### src/pkg/usb_pipe_pkg.sv
// Overview of operation
// [RULE1] interval field sets error detection period of two to the field power frames
// [RULE2] software forces NAK then pulses auto buffer clear before changing interval
// [RULE3] interval field is ignored for bulk pipes; software keeps it zero there
// [RULE4] response code 00 is NAK, 01 buffer dependent, 10 and 11 STALL
// [RULE5] response code resets to NAK; software selects buffer mode before use
// [RULE6] receiving pipe with disable-at-end goes to NAK when transfer completes
// [RULE7] oversize data packet sets response code to 11 STALL
// [RULE8] as peripheral, USB bus reset sets response code to NAK
// [RULE9] as host, three consecutive receive errors set response code to NAK
// [RULE10] as host, a received STALL handshake sets response code to 11
// [RULE11] software enters and leaves STALL only through the documented code sequences
// [RULE12] busy flag rises at transaction start and falls when it completes
// [RULE13] software changes auto response or toggle strobes only while code is NAK
// [RULE14] software changes auto buffer clear only at NAK, before port selection
// [RULE15] toggle monitor shows expected DATA0/1; flips on good completion, not on mismatch; code still flips on mismatch for transmit pipes
// [RULE16] toggle set strobe gives DATA1, clear strobe gives DATA0; both read zero
// [RULE17] writing 1 then 0 to auto buffer clear discards the pipe's buffer
// [RULE18] software enables auto response only as peripheral on a bulk pipe
// [RULE19] auto response bulk IN answers zero-length packets, toggles on ACK, no buffer irqs
// [RULE20] auto response bulk OUT answers NAK and raises the not-ready interrupt
// [RULE21] transmit monitor shows unsent data; buffer status shows processor access allowed
// [RULE22] each pipe control register is reached at its own address, any selection
// [RULE23] transmit monitor sets once a plane is written, clears when planes are sent
// [RULE24] as peripheral at NAK every bulk or interrupt token gets a NAK handshake
package usb_pipe_pkg;

    // register indices; byte address is four times the index
    localparam logic [13:0] INTERVAL_IDX = 14'h2e6e;
    localparam logic [13:0] PIPE_A_IDX = 14'h2e76;
    localparam logic [13:0] PIPE_B_IDX = 14'h2e78;
    localparam logic [13:0] CONFIG_IDX = 14'h2e80;

    // pipe control field positions
    localparam int PID_LSB = 0;
    localparam int BUSY_BIT = 5;
    localparam int TMON_BIT = 6;
    localparam int TSET_BIT = 7;
    localparam int TCLR_BIT = 8;
    localparam int ACLR_BIT = 9;
    localparam int ATREP_BIT = 10;
    localparam int TXMON_BIT = 14;
    localparam int BUFFER_ACCESS_STATUS_BIT = 15;

    // interval register fields
    localparam int INTERVAL_EXPONENT_LSB = 0;
    localparam int INTERVAL_EXPONENT_RSV_BIT = 12;

    // configuration register fields
    localparam int HOST_BIT = 0;
    localparam int DIR_A_BIT = 1;
    localparam int DIR_B_BIT = 2;
    localparam int DISEND_A_BIT = 3;
    localparam int DISEND_B_BIT = 4;
    localparam int PSEL_LSB = 5;

    // reset values
    localparam logic [2:0] INTERVAL_EXPONENT_RESET = 3'h0;
    localparam logic [2:0] PSEL_RESET = 3'h0;
    localparam logic [2:0] PSEL_FIRST_INTR = 3'h6;
    localparam logic [1:0] ERR_LIMIT = 2'h2;
    localparam logic [1:0] PLANES_MAX = 2'h2;

    typedef enum logic [1:0] {
        PID_NAK = 2'b00,
        PID_BUF = 2'b01,
        PID_STALL_W = 2'b10,
        PID_STALL = 2'b11
    } pid_type;

    typedef enum logic [1:0] {
        REPLY_NAK = 2'b00,
        REPLY_DATA = 2'b01,
        REPLY_STALL = 2'b10,
        REPLY_ZLP = 2'b11
    } reply_type;

endpackage

### src/usb_pipe_response_control.sv
module usb_pipe_response_control
    import usb_pipe_pkg::*;
(
    input wire logic clock,
    input wire logic sys_rst,
    // classic wishbone slave
    input wire logic wb_cyc_i,
    input wire logic wb_stb_i,
    input wire logic wb_we_i,
    input wire logic [15:0] wb_adr_i,
    input wire logic [3:0] wb_sel_i,
    input wire logic [31:0] wb_dat_i,
    output logic [31:0] wb_dat_o,
    output logic wb_ack_o,
    // protocol engine events, one bit per bulk pipe (bit 0 pipe A, bit 1 pipe B), except the single shared busReset and frameTick
    input wire logic [1:0] tokenSeen,
    input wire logic [1:0] txnStart,
    input wire logic [1:0] txnEnd,
    input wire logic [1:0] txnOk,
    input wire logic [1:0] pidMismatch,
    input wire logic [1:0] overSize,
    input wire logic [1:0] transferEnd,
    input wire logic [1:0] rxError,
    input wire logic [1:0] stallSeen,
    input wire logic [1:0] planeWritten,
    input wire logic [1:0] planeSent,
    input wire logic [1:0] bufAccess,
    input wire logic busReset,
    input wire logic frameTick,
    // answers toward the protocol engine and buffer
    output reply_type replyA,
    output reply_type replyB,
    output logic [1:0] tokenEnable,
    output logic [1:0] expectData1,
    output logic [1:0] bufferClear,
    output logic [1:0] notReadyIrq,
    output logic [1:0] bufIrqMask,
    output logic intervalError
);

    logic ackReg;
    logic [31:0] rdataReg;
    logic [2:0] iitvReg;
    logic rsvReg;
    logic hostReg;
    logic [1:0] dirReg;
    logic [1:0] disEndReg;
    logic [2:0] pselReg;
    pid_type pidReg [2];
    logic [1:0] toggleReg;
    logic [1:0] aclrReg;
    logic [1:0] atrepReg;
    logic [1:0] busyReg;
    logic [1:0] errCnt [2];
    logic [1:0] planeCnt [2];
    logic [1:0] clearReg;
    logic [1:0] nrdyReg;
    logic [6:0] frameCnt;
    logic intervalReg;

    logic access;
    logic wrEn;
    logic [13:0] index;
    logic [1:0] pipeWr;

    // a request is taken once; ack lasts one cycle so the master must drop stb
    assign access = wb_cyc_i & wb_stb_i & ~ackReg;
    assign wrEn = access & wb_we_i;
    assign index = wb_adr_i[15:2];
    assign pipeWr[0] = wrEn & (index == PIPE_A_IDX); // RULE22
    assign pipeWr[1] = wrEn & (index == PIPE_B_IDX); // RULE22

    // expected reply on a token while acting as peripheral
    function automatic reply_type replyOf(input pid_type response_code, input logic atrep,
                                          input logic dir);
        reply_type r;
        r = REPLY_NAK;
        unique case (response_code)
            PID_NAK: r = REPLY_NAK; // RULE4 RULE24
            PID_BUF: begin
                if (atrep) begin
                    r = dir ? REPLY_ZLP : REPLY_NAK; // RULE19 RULE20
                end else begin
                    r = REPLY_DATA; // RULE4
                end
            end
            PID_STALL_W, PID_STALL: r = REPLY_STALL; // RULE4
        endcase
        return r;
    endfunction

    // control register readback; reserved bits read as zero
    function automatic logic [15:0] pipeView(input int p);
        logic [15:0] v;
        v = 16'h0000;
        v[PID_LSB +: 2] = pidReg[p];
        v[BUSY_BIT] = busyReg[p];
        v[TMON_BIT] = toggleReg[p];
        v[ACLR_BIT] = aclrReg[p];
        v[ATREP_BIT] = atrepReg[p];
        // receiving pipes mirror buffer status in the monitor bit
        v[TXMON_BIT] = dirReg[p] ? (planeCnt[p] != 2'h0) : bufAccess[p]; // RULE21
        v[BUFFER_ACCESS_STATUS_BIT] = bufAccess[p]; // RULE21
        return v;
    endfunction

    // host mode only issues tokens from buffer mode
    assign replyA = hostReg ? REPLY_NAK : replyOf(pidReg[0], atrepReg[0], dirReg[0]);
    assign replyB = hostReg ? REPLY_NAK : replyOf(pidReg[1], atrepReg[1], dirReg[1]);
    assign tokenEnable[0] = hostReg & (pidReg[0] == PID_BUF);
    assign tokenEnable[1] = hostReg & (pidReg[1] == PID_BUF);
    assign expectData1 = toggleReg;
    assign bufferClear = clearReg;
    assign notReadyIrq = nrdyReg;
    assign intervalError = intervalReg;
    // auto response in buffer mode keeps buffer-ready and buffer-empty quiet
    assign bufIrqMask[0] = atrepReg[0] & (pidReg[0] == PID_BUF); // RULE19
    assign bufIrqMask[1] = atrepReg[1] & (pidReg[1] == PID_BUF); // RULE19

    // bus answer: one wait state, unmapped reads give zero and writes drop
    always_ff @(posedge clock) begin
        if (sys_rst) begin
            ackReg <= 1'b0;
            rdataReg <= 32'h0000_0000;
        end else begin
            ackReg <= access;
            if (access & ~wb_we_i) begin
                unique case (index)
                    INTERVAL_IDX: begin
                        rdataReg <= {16'h0000, 3'h0, rsvReg, 9'h000, iitvReg};
                    end
                    PIPE_A_IDX: rdataReg <= {16'h0000, pipeView(0)}; // RULE22
                    PIPE_B_IDX: rdataReg <= {16'h0000, pipeView(1)}; // RULE22
                    CONFIG_IDX: begin
                        rdataReg <= {24'h0000_00, pselReg, disEndReg, dirReg, hostReg};
                    end
                    default: rdataReg <= 32'h0000_0000;
                endcase
            end
        end
    end

    assign wb_ack_o = ackReg;
    assign wb_dat_o = rdataReg;

    // interval and configuration registers
    always_ff @(posedge clock) begin
        if (sys_rst) begin
            iitvReg <= INTERVAL_EXPONENT_RESET;
            rsvReg <= 1'b0;
            hostReg <= 1'b0;
            dirReg <= 2'b00;
            disEndReg <= 2'b00;
            pselReg <= PSEL_RESET;
        end else begin
            if (wrEn & (index == INTERVAL_IDX)) begin
                if (wb_sel_i[0]) begin
                    iitvReg <= wb_dat_i[INTERVAL_EXPONENT_LSB +: 3];
                end
                if (wb_sel_i[1]) begin
                    rsvReg <= wb_dat_i[INTERVAL_EXPONENT_RSV_BIT];
                end
            end
            if (wrEn & (index == CONFIG_IDX) & wb_sel_i[0]) begin
                hostReg <= wb_dat_i[HOST_BIT];
                dirReg <= {wb_dat_i[DIR_B_BIT], wb_dat_i[DIR_A_BIT]};
                disEndReg <= {wb_dat_i[DISEND_B_BIT], wb_dat_i[DISEND_A_BIT]};
                pselReg <= wb_dat_i[PSEL_LSB +: 3];
            end
        end
    end

    // response code: hardware events win over a software write in the same cycle
    always_ff @(posedge clock) begin
        for (int p = 0; p < 2; p++) begin
            if (sys_rst) begin
                pidReg[p] <= PID_NAK; // RULE5
            end else if (overSize[p]) begin
                pidReg[p] <= PID_STALL; // RULE7
            end else if (hostReg & stallSeen[p]) begin
                pidReg[p] <= PID_STALL; // RULE10
            end else if (~hostReg & busReset) begin
                pidReg[p] <= PID_NAK; // RULE8
            end else if (hostReg & rxError[p] & (errCnt[p] == ERR_LIMIT)) begin
                pidReg[p] <= PID_NAK; // RULE9
            end else if (~dirReg[p] & disEndReg[p] & transferEnd[p]) begin
                pidReg[p] <= PID_NAK; // RULE6
            end else if (pipeWr[p] & wb_sel_i[0]) begin
                // stall entry and exit codes are stored as written
                pidReg[p] <= pid_type'(wb_dat_i[PID_LSB +: 2]); // RULE11
            end
        end
    end

    // consecutive receive errors; any good completion restarts the count
    always_ff @(posedge clock) begin
        for (int p = 0; p < 2; p++) begin
            if (sys_rst) begin
                errCnt[p] <= 2'h0;
            end else if (txnOk[p] | ~hostReg) begin
                errCnt[p] <= 2'h0;
            end else if (rxError[p]) begin
                errCnt[p] <= (errCnt[p] == ERR_LIMIT) ? 2'h0 : errCnt[p] + 2'h1; // RULE9
            end
        end
    end

    // busy flag spans one transaction; a start in the end cycle keeps it up
    always_ff @(posedge clock) begin
        for (int p = 0; p < 2; p++) begin
            if (sys_rst) begin
                busyReg[p] <= 1'b0;
            end else if (txnStart[p]) begin
                busyReg[p] <= 1'b1; // RULE12
            end else if (txnEnd[p]) begin
                busyReg[p] <= 1'b0; // RULE12
            end
        end
    end

    // sequence toggle; software strobes are trusted only at NAK so they take priority
    always_ff @(posedge clock) begin
        for (int p = 0; p < 2; p++) begin
            if (sys_rst) begin
                toggleReg[p] <= 1'b0;
            end else if (pipeWr[p] & wb_sel_i[1] & wb_dat_i[TCLR_BIT]) begin
                toggleReg[p] <= 1'b0; // RULE16 RULE13
            end else if (pipeWr[p] & wb_sel_i[0] & wb_dat_i[TSET_BIT]) begin
                toggleReg[p] <= 1'b1; // RULE16
            end else if (txnOk[p] & ~(pidMismatch[p] & ~dirReg[p])) begin
                // auto response IN completes on host ACK, which is also txnOk
                toggleReg[p] <= ~toggleReg[p]; // RULE15 RULE19
            end
        end
    end

    // auto clear and auto response bits; clear pulses on the 1-to-0 write
    always_ff @(posedge clock) begin
        for (int p = 0; p < 2; p++) begin
            if (sys_rst) begin
                aclrReg[p] <= 1'b0;
                atrepReg[p] <= 1'b0;
                clearReg[p] <= 1'b0;
            end else begin
                clearReg[p] <= 1'b0;
                if (pipeWr[p] & wb_sel_i[1]) begin
                    aclrReg[p] <= wb_dat_i[ACLR_BIT]; // RULE14
                    atrepReg[p] <= wb_dat_i[ATREP_BIT]; // RULE18
                    clearReg[p] <= aclrReg[p] & ~wb_dat_i[ACLR_BIT]; // RULE17
                end
            end
        end
    end

    // not-ready pulse for auto response OUT tokens
    always_ff @(posedge clock) begin
        for (int p = 0; p < 2; p++) begin
            if (sys_rst) begin
                nrdyReg[p] <= 1'b0;
            end else begin
                nrdyReg[p] <= ~hostReg & atrepReg[p] & ~dirReg[p] &
                              (pidReg[p] == PID_BUF) & tokenSeen[p]; // RULE20
            end
        end
    end

    // written-plane count; clamps so a late write cannot wrap the monitor
    always_ff @(posedge clock) begin
        for (int p = 0; p < 2; p++) begin
            if (sys_rst) begin
                planeCnt[p] <= 2'h0;
            end else if (clearReg[p] | ~dirReg[p]) begin
                planeCnt[p] <= 2'h0; // RULE17
            end else if (planeWritten[p] & ~planeSent[p]) begin
                if (planeCnt[p] != PLANES_MAX) begin
                    planeCnt[p] <= planeCnt[p] + 2'h1; // RULE23
                end
            end else if (planeSent[p] & ~planeWritten[p]) begin
                if (planeCnt[p] != 2'h0) begin
                    planeCnt[p] <= planeCnt[p] - 2'h1; // RULE23
                end
            end
        end
    end

    // interval timer for the interrupt pipes; restarted by any buffer clear
    always_ff @(posedge clock) begin
        if (sys_rst) begin
            frameCnt <= 7'h00;
            intervalReg <= 1'b0;
        end else begin
            intervalReg <= 1'b0;
            if ((clearReg != 2'b00) | (pselReg < PSEL_FIRST_INTR)) begin
                frameCnt <= 7'h00; // RULE2 RULE3
            end else if (frameTick) begin
                if (frameCnt == 7'((1 << iitvReg) - 1)) begin
                    frameCnt <= 7'h00;
                    intervalReg <= 1'b1; // RULE1
                end else begin
                    frameCnt <= frameCnt + 7'h01;
                end
            end
        end
    end

endmodule

### config.mk
export PLATFORM = sky130hd
export DESIGN_NAME = usb_pipe_response_control
export DESIGN_NICKNAME = d
export VERILOG_FILES = /design/src/pkg/usb_pipe_pkg.sv /design/src/usb_pipe_response_control.sv
export SDC_FILE = /design/constraint.sdc
export NUM_CORES = 1
export LEC_CHECK = 0
export BUFFER_PORTS_ARGS = -buffer_cell sky130_fd_sc_hd__buf_2
export CORE_MARGIN = 5
export CORE_UTILIZATION = 40
export CTS_BUF_LIST = sky130_fd_sc_hd__clkbuf_16
export DETAILED_ROUTE_END_ITERATION = 8
export GPL_TIMING_DRIVEN = 0
export PLACE_DENSITY = 0.71
export SLEW_MARGIN = 40
export SYNTH_ARGS = -nofsm -noshare
export SYNTH_HDL_FRONTEND = slang
export SYNTH_SLANG_ARGS = --single-unit
### constraint.sdc
create_clock -name clock -period 4.7 [get_ports clock]
set_clock_uncertainty 0.05 [all_clocks]
set_input_delay 0.235 -clock clock [delete_from_list [all_inputs] [get_ports clock]]
set_output_delay 0.235 -clock clock [all_outputs]
set_load 0.005 [all_outputs]
==> results of run 1 <==
-- state kept, by name, indices dropped and copies added (netlist names), 2 cells and up --
register / count
notReadyIrq: 2
pselReg: 3
iitvReg: 3
atrepReg: 2
dirReg: 2
wb_dat_o: 13
pidReg: 4
errCnt: 4
expectData1: 2
planeCnt: 4
frameCnt: 7
aclrReg: 2
busyReg: 2
disEndReg: 2
bufferClear: 2
-- worst max-delay path: cells and delay by family, from the launching register on --
| family | cells | cell delay, ns |
|---|---|---|
| AOI/OAI and AO/OA | 2 | 0.55 |
| and+or+nand+nor | 3 | 1.14 |
| DFF | 1 | 0.30 |
| buffers and inverters | 3 | 0.40 |
| xor gates and xnor gates | 1 | 0.16 |
| adders and majority gates | 1 | 0.18 |
-- Yosys cell counts (9+ instances only) --
library cell,number,area share
nand3_1,13,0.020
nor2_1,53,0.062
nand2_1,35,0.041
o21ai_1,13,0.020
clkbuf_1,12,0.014
mux2i_1,15,0.046
a21oi_1,20,0.031
inv_1,14,0.016
edfxtp_1,12,0.11
dfxtp_1,46,0.28
buf_4,20,0.046
and2_1,9,0.017
-- power groups by stage --
stage / registers (mW) / logic [mW] / clock network (mW)
after floorplan: 0.527 / 0.0460 / 0
after global placement: 0.528 / 0.0880 / 0
after detailed placement: 0.529 / 0.0903 / 0
after CTS: 0.519 / 0.0908 / 0.565
after global routing: 0.519 / 0.102 / 0.592
final: 0.519 / 0.0922 / 0.560
-- path summary, 6_finish.rpt --
check              startpoint       endpoint
setup / recovery   iitvReg[0]  intervalError
setup reg to reg   iitvReg[0]  intervalError
hold reg to reg   wb_dat_o[5]    wb_dat_o[5]
hold / removal    txnStart[0]     busyReg[0]
-- layout make-up --
type,count,area [um2]
Buffer,36,220
Tap cell,102,128
Inverter,14,52.6
Clock inverter,7,28.8
Multi-Input combinational cell,287,1770
Timing Repair Buffer,86,430
Fill cell,757,3670
Sequential cell,58,1280
Clock buffer,9,225
-- cell families (layout without fill, tap and decap cells) --
kind of cell               count (synthesis)  after routing  share of synthesized area
DFF                                       58             58                      0.396
muxes                                     15             15                     0.0464
other                                      1             19                    0.00116
AOI/OAI and AO/OA                         63             63                      0.129
xor gates and xnor gates                  14             14                     0.0402
and+or+nand+nor                          168            168                      0.272
buffers and inverters                     50            152                     0.0844
adders and majority gates                  8              8                     0.0310
-- routing by layer --
layer,GRT usage,up-vias,share of wire
met5,0,-,0
met4,0.0809,0,0.022
met3,0.0354,15,0.087
met2,0.297,136,0.47
met1,0.241,1439,0.42
li1,-,1526,-
-- per-stage QoR --
| step | power (mW) | utilization | hold WS [ns] | setup WS (ns) | cell area (um2) |
|---|---|---|---|---|---|
| 3_3_place_gp | 0.616 | 0.494 | 0.385 | 1.91 | 3860 |
| 2_1_floorplan | 0.573 | - | 0.262 | 2.08 | 3300 |
| 6_report | 1.17 | 0.529 | 0.0799 | 1.86 | 4130 |
| 4_1_cts | 1.17 | 0.529 | 0.0749 | 1.86 | 4130 |
| 3_5_place_dp | 0.619 | 0.497 | 0.388 | 1.89 | 3880 |
| 5_1_grt | 1.21 | 0.529 | 0.102 | 1.67 | 4130 |
-- cell usage in the layout (no fill, tap or decap), types with 13 or more instances in the layout --
cell     netlist  routed
conb_1         1      19
nand3_1       13      13
buf_4         20      20
nand2_1       35      35
a21oi_1       20      20
dfxtp_1       46      46
o21ai_1       13      13
mux2i_1       15      15
inv_1         14      16
buf_2          2      88
nor2_1        53      53
==> flow_metrics.tcl, run 1 <==
set metrics [dict create \
    drv_cap 0 \
    arrival_ns 3.06 \
    rows 32 \
    r2r_cells 10 \
    cts_tree "done" \
    power.share.clock 0.478 \
    power.density_nw_per_um2 283 \
    drv_slew 0 \
    yosys_warnings 0 \
    tightest_slew_ns 0.815 \
    ir_drop_v 0.000206 \
    p_sw_frac 0.230 \
    period_needed_ns 2.84 \
    p_seq_frac 0.443 \
    r2r_setup_slack_ns 1.86 \
    die_x_um 99.9 \
    vias 3116 \
    fmax_ghz 0.352 \
    h-tree-depth 3 \
    setup_viol 0 \
    p_sw_mw 0.269 \
    critPathSlowestCell "or4b_1" \
    synthArstFlopShare 0 \
    cpPeakStageDelay_ns 0.51 \
    vias_per_cell 5.20 \
    cts_sinks 58 \
    ys_seq_area_frac 0.396 \
    rsz0062_at_grt "no" \
    ctsRootBufferMaster "clkbuf_16" \
    dp_hpwl_um 6770 \
    avgRoutedWirePerCell_um 14.8 \
    antenna_cells 0 \
    worstHoldPathCells 3 \
    path_clk_slew_ns 0.05 \
    critPathLaunchType "flip-flop" \
    grt_overflow 0 \
    avgSynthCellArea_um2 8.58 \
    synth_edf_count 12 \
    hp-class "in -> reg" \
    placed_cells 583 \
    ys_seq_elements 58 \
    final_cells 599 \
    synthCells 377 \
    power.leakage_nw 1.82 \
    status "finished, final reports clean" \
    post_cts_resized 0 \
    worstPathRequired_ns 4.92 \
    antenna_left 0 \
    slew_headroom 0.453 \
    hold_buffers 0 \
    die_area_um2 9980 \
    clk_latency_ns 0.32 \
    clock_path_buffers 2 \
    finalHoldViolations 0 \
    critical_path_class "reg -> reg" \
    syn_area_um2 3230 \
    drc 0 \
    p_comb_frac 0.079 \
    drive_gt1_frac 0.262 \
    syn_to_final_growth_pct 27.8 \
    initial_core_util 0.414 \
    grt_max_degree 11 \
    p_int_mw 0.902 \
    antenna_found_initial 0 \
    die_height_um 99.9 \
    period_share 0.605 \
    dr.pass1.iters 5 \
    drtIter0Drc 210 \
    io_buffers 86 \
    cts_setup_buffers 0 \
    cts_buffers 9 \
    grt_pass1_vias 2993 \
    routed_wl_um 8870 \
    gp_congestion 0.859 \
    gr-usage-all-layers 0.184 \
    synth.distinct_cells 57 \
    cp_max_fo 10 \
    crit_chain "buf_4 -> inv_1 -> or3_2 -> ha_1 -> clkbuf_1 -> xnor2_1 -> o21ai_1 -> or4b_1 -> a311oi_4 -> and2_1" \
    final_nets 583 \
    core_um2 7810 \
    io_pins 131 \
    grt_pass1_wl_um 14600 \
    cp-end-kind "flip-flop" \
    setup_tns_ns 0 \
    synth_flop_cell "dfxtp_1" \
]
Power figures use the tool's default switching activity.
==> inputs of run 2 (changes only) <==
--- a/config.mk
+++ b/config.mk
@@ -11,7 +11,7 @@
 export CTS_BUF_LIST = sky130_fd_sc_hd__clkbuf_16
 export DETAILED_ROUTE_END_ITERATION = 8
 export GPL_TIMING_DRIVEN = 0
-export PLACE_DENSITY = 0.71
+export PLACE_DENSITY = 0.74
 export SLEW_MARGIN = 40
 export SYNTH_ARGS = -nofsm -noshare
 export SYNTH_HDL_FRONTEND = slang
==> constraint.sdc (replaced) <==
create_clock -name clock -period 2.4 [get_ports clock]
set_clock_uncertainty 0.05 [all_clocks]
set_input_delay 0.12 -clock clock [delete_from_list [all_inputs] [get_ports clock]]
set_output_delay 0.12 -clock clock [all_outputs]
set_load 0.005 [all_outputs]
==> flow_metrics.tcl, run 2 (synthesis gave the netlist of run 1 again) <==
set metrics [dict create \
    slew_headroom 0.458 \
    antenna_found_initial 0 \
    period_share 1.02 \
    regToRegStartpoint "iitvReg[0]" \
    finalHoldViolations 0 \
    hp-class "in -> reg" \
    r2r_setup_slack_ns -0.05 \
    hold_end "atrepReg[1]" \
    drv_cap 0 \
    status "complete, but fails checks" \
    grt_pass1_vias 3041 \
    cts_sinks 58 \
    initial_core_util 0.414 \
    cp-end-kind "flip-flop" \
    h-tree-depth 3 \
    grt_overflow 0 \
    drv_slew 0 \
    clk_latency_ns 0.32 \
    worstPathRequired_ns 2.56 \
    dp_hpwl_um 6910 \
    routed_wl_um 8860 \
    drc 0 \
    drive_gt1_frac 0.287 \
    period_needed_ns 2.45 \
    io_pins 131 \
    tightest_slew_ns 0.802 \
    cp_max_fo 4 \
    final_common_cell "buf_2" \
    final_cell_mix "buf_2 (87), nor2_1 (51), dfxtp_1 (43), nand2_1 (35), buf_4 (26)" \
    power.leakage_nw 1.87 \
    avgRoutedWirePerCell_um 14.5 \
    holdWs_ns 0.00622 \
    rsz0062_at_grt "yes" \
    ir_drop_v 0.000388 \
    drtIter0Drc 140 \
    n_fill_cell 726 \
    vias 3111 \
    path_clk_slew_ns 0.05 \
    syn_to_final_growth_pct 32.4 \
    min-delay-start "wb_dat_i[10]" \
    core_um2 7810 \
    antenna_cells 0 \
    setup_tns_ns -0.240 \
    clock_path_buffers 2 \
    r2r_cells 9 \
    die_x_um 99.9 \
    critical_path_class "reg -> reg" \
    die_height_um 99.9 \
    gr-usage-all-layers 0.179 \
    worstReg2RegEnd "frameCnt[4]" \
    rows 32 \
    power_mw 2.30 \
    die_area_um2 9980 \
    cts_buffers 9 \
    vias_per_cell 5.10 \
    setup_ws_ns -0.0528 \
    critPathLaunchType "flip-flop" \
    violations "setup timing" \
    grt_pass1_wl_um 14300 \
    dr.pass1.iters 4 \
    final_nets 594 \
    power.density_nw_per_um2 537 \
    grt_max_degree 11 \
    fmax_ghz 0.408 \
    worstHoldPathCells 3 \
    final_core_util 0.548 \
    gp_congestion 0.832 \
    antenna_left 0 \
    cts_tree "done" \
    arrival_ns 2.61 \
    ctsRootBufferMaster "clkbuf_16" \
    io_buffers 86 \
    largest_reg_flops 13 \
    setup_viol 7 \
]
-- run 2: changes by cell type in the layout (fill, tap and decap cells not counted), sizes merged --
cell and change:
buf +6, clkbuf -1, clkinv +1, dlygate4sd3 +6, inv -1
-- run 2: metal layers --
metal | global-route usage | share of wire | vias up | routed length (um)
met5 | 0 | 0 | - | 0
met4 | 0.0651 | 0.016 | 0 | 143
met3 | 0.0528 | 0.070 | 15 | 623
met2 | 0.301 | 0.49 | 117 | 4380
met1 | 0.218 | 0.42 | 1433 | 3720
li1 | - | - | 1546 | -
-- run 2: what timing repair did --
item | in CTS | in global routing
setup endpoints to repair | 7 | 7
gates cloned | 0 | 0
buffers inserted | 6 | 2
pin swaps | 8 | 6
hold buffers | 6 | 0
gates resized for setup | 3 | 6
hold endpoints to repair | 7 | 0
-- run 2: cell type report --
class,instances,area [um2],area share
clock buffers,9,225,0.0526
flip-flops and latches,58,1280,0.300
multi-input cells,287,1800,0.421
repair buffers,100,554,0.130
plain buffers,33,204,0.0477
clock inverters,7,28.8,0.00673
inverters,14,52.6,0.0123
well taps,102,128,0.0298
-- run 2: how the worst max path moves through the flow --
stage	start	to
6_report	iitvReg[0]	frameCnt[4]
5_1_grt	iitvReg[0]	intervalError
4_1_cts	iitvReg[0]	intervalError
3_5_place_dp	iitvReg[0]	intervalError
3_3_place_gp	iitvReg[0]	intervalError
2_1_floorplan	iitvReg[0]	intervalError
-- run 2: worst max-delay path: stages (launching register included) --
cell and delay (ns):
dfxtp_2 0.35, inv_2 0.04, or3_4 0.38, ha_4 0.19
xnor2_2 0.14, o21ai_1 0.13, or4b_4 0.50, a311oi_4 0.34
buf_4 0.18, nor2_1 0.04
-- run 2: where the power goes --
part	internal (mW)	switching (mW)	total (mW)
clock	0.674	0.418	1.09
sequential	1.01	0.0104	1.02
combinational	0.0951	0.0963	0.191
total	1.77	0.524	2.30
-- run 2: per-stage QoR --
step | instance area, um2 | setup slack [ns] | cells
floorplan | 3340 | -0.0611 | 395
detailed placement | 3910 | -0.267 | 583
global placement | 3890 | -0.202 | 583
CTS | 4270 | -0.0470 | 610
global route | 4280 | -0.136 | 610
finish | 4280 | -0.0528 | 610
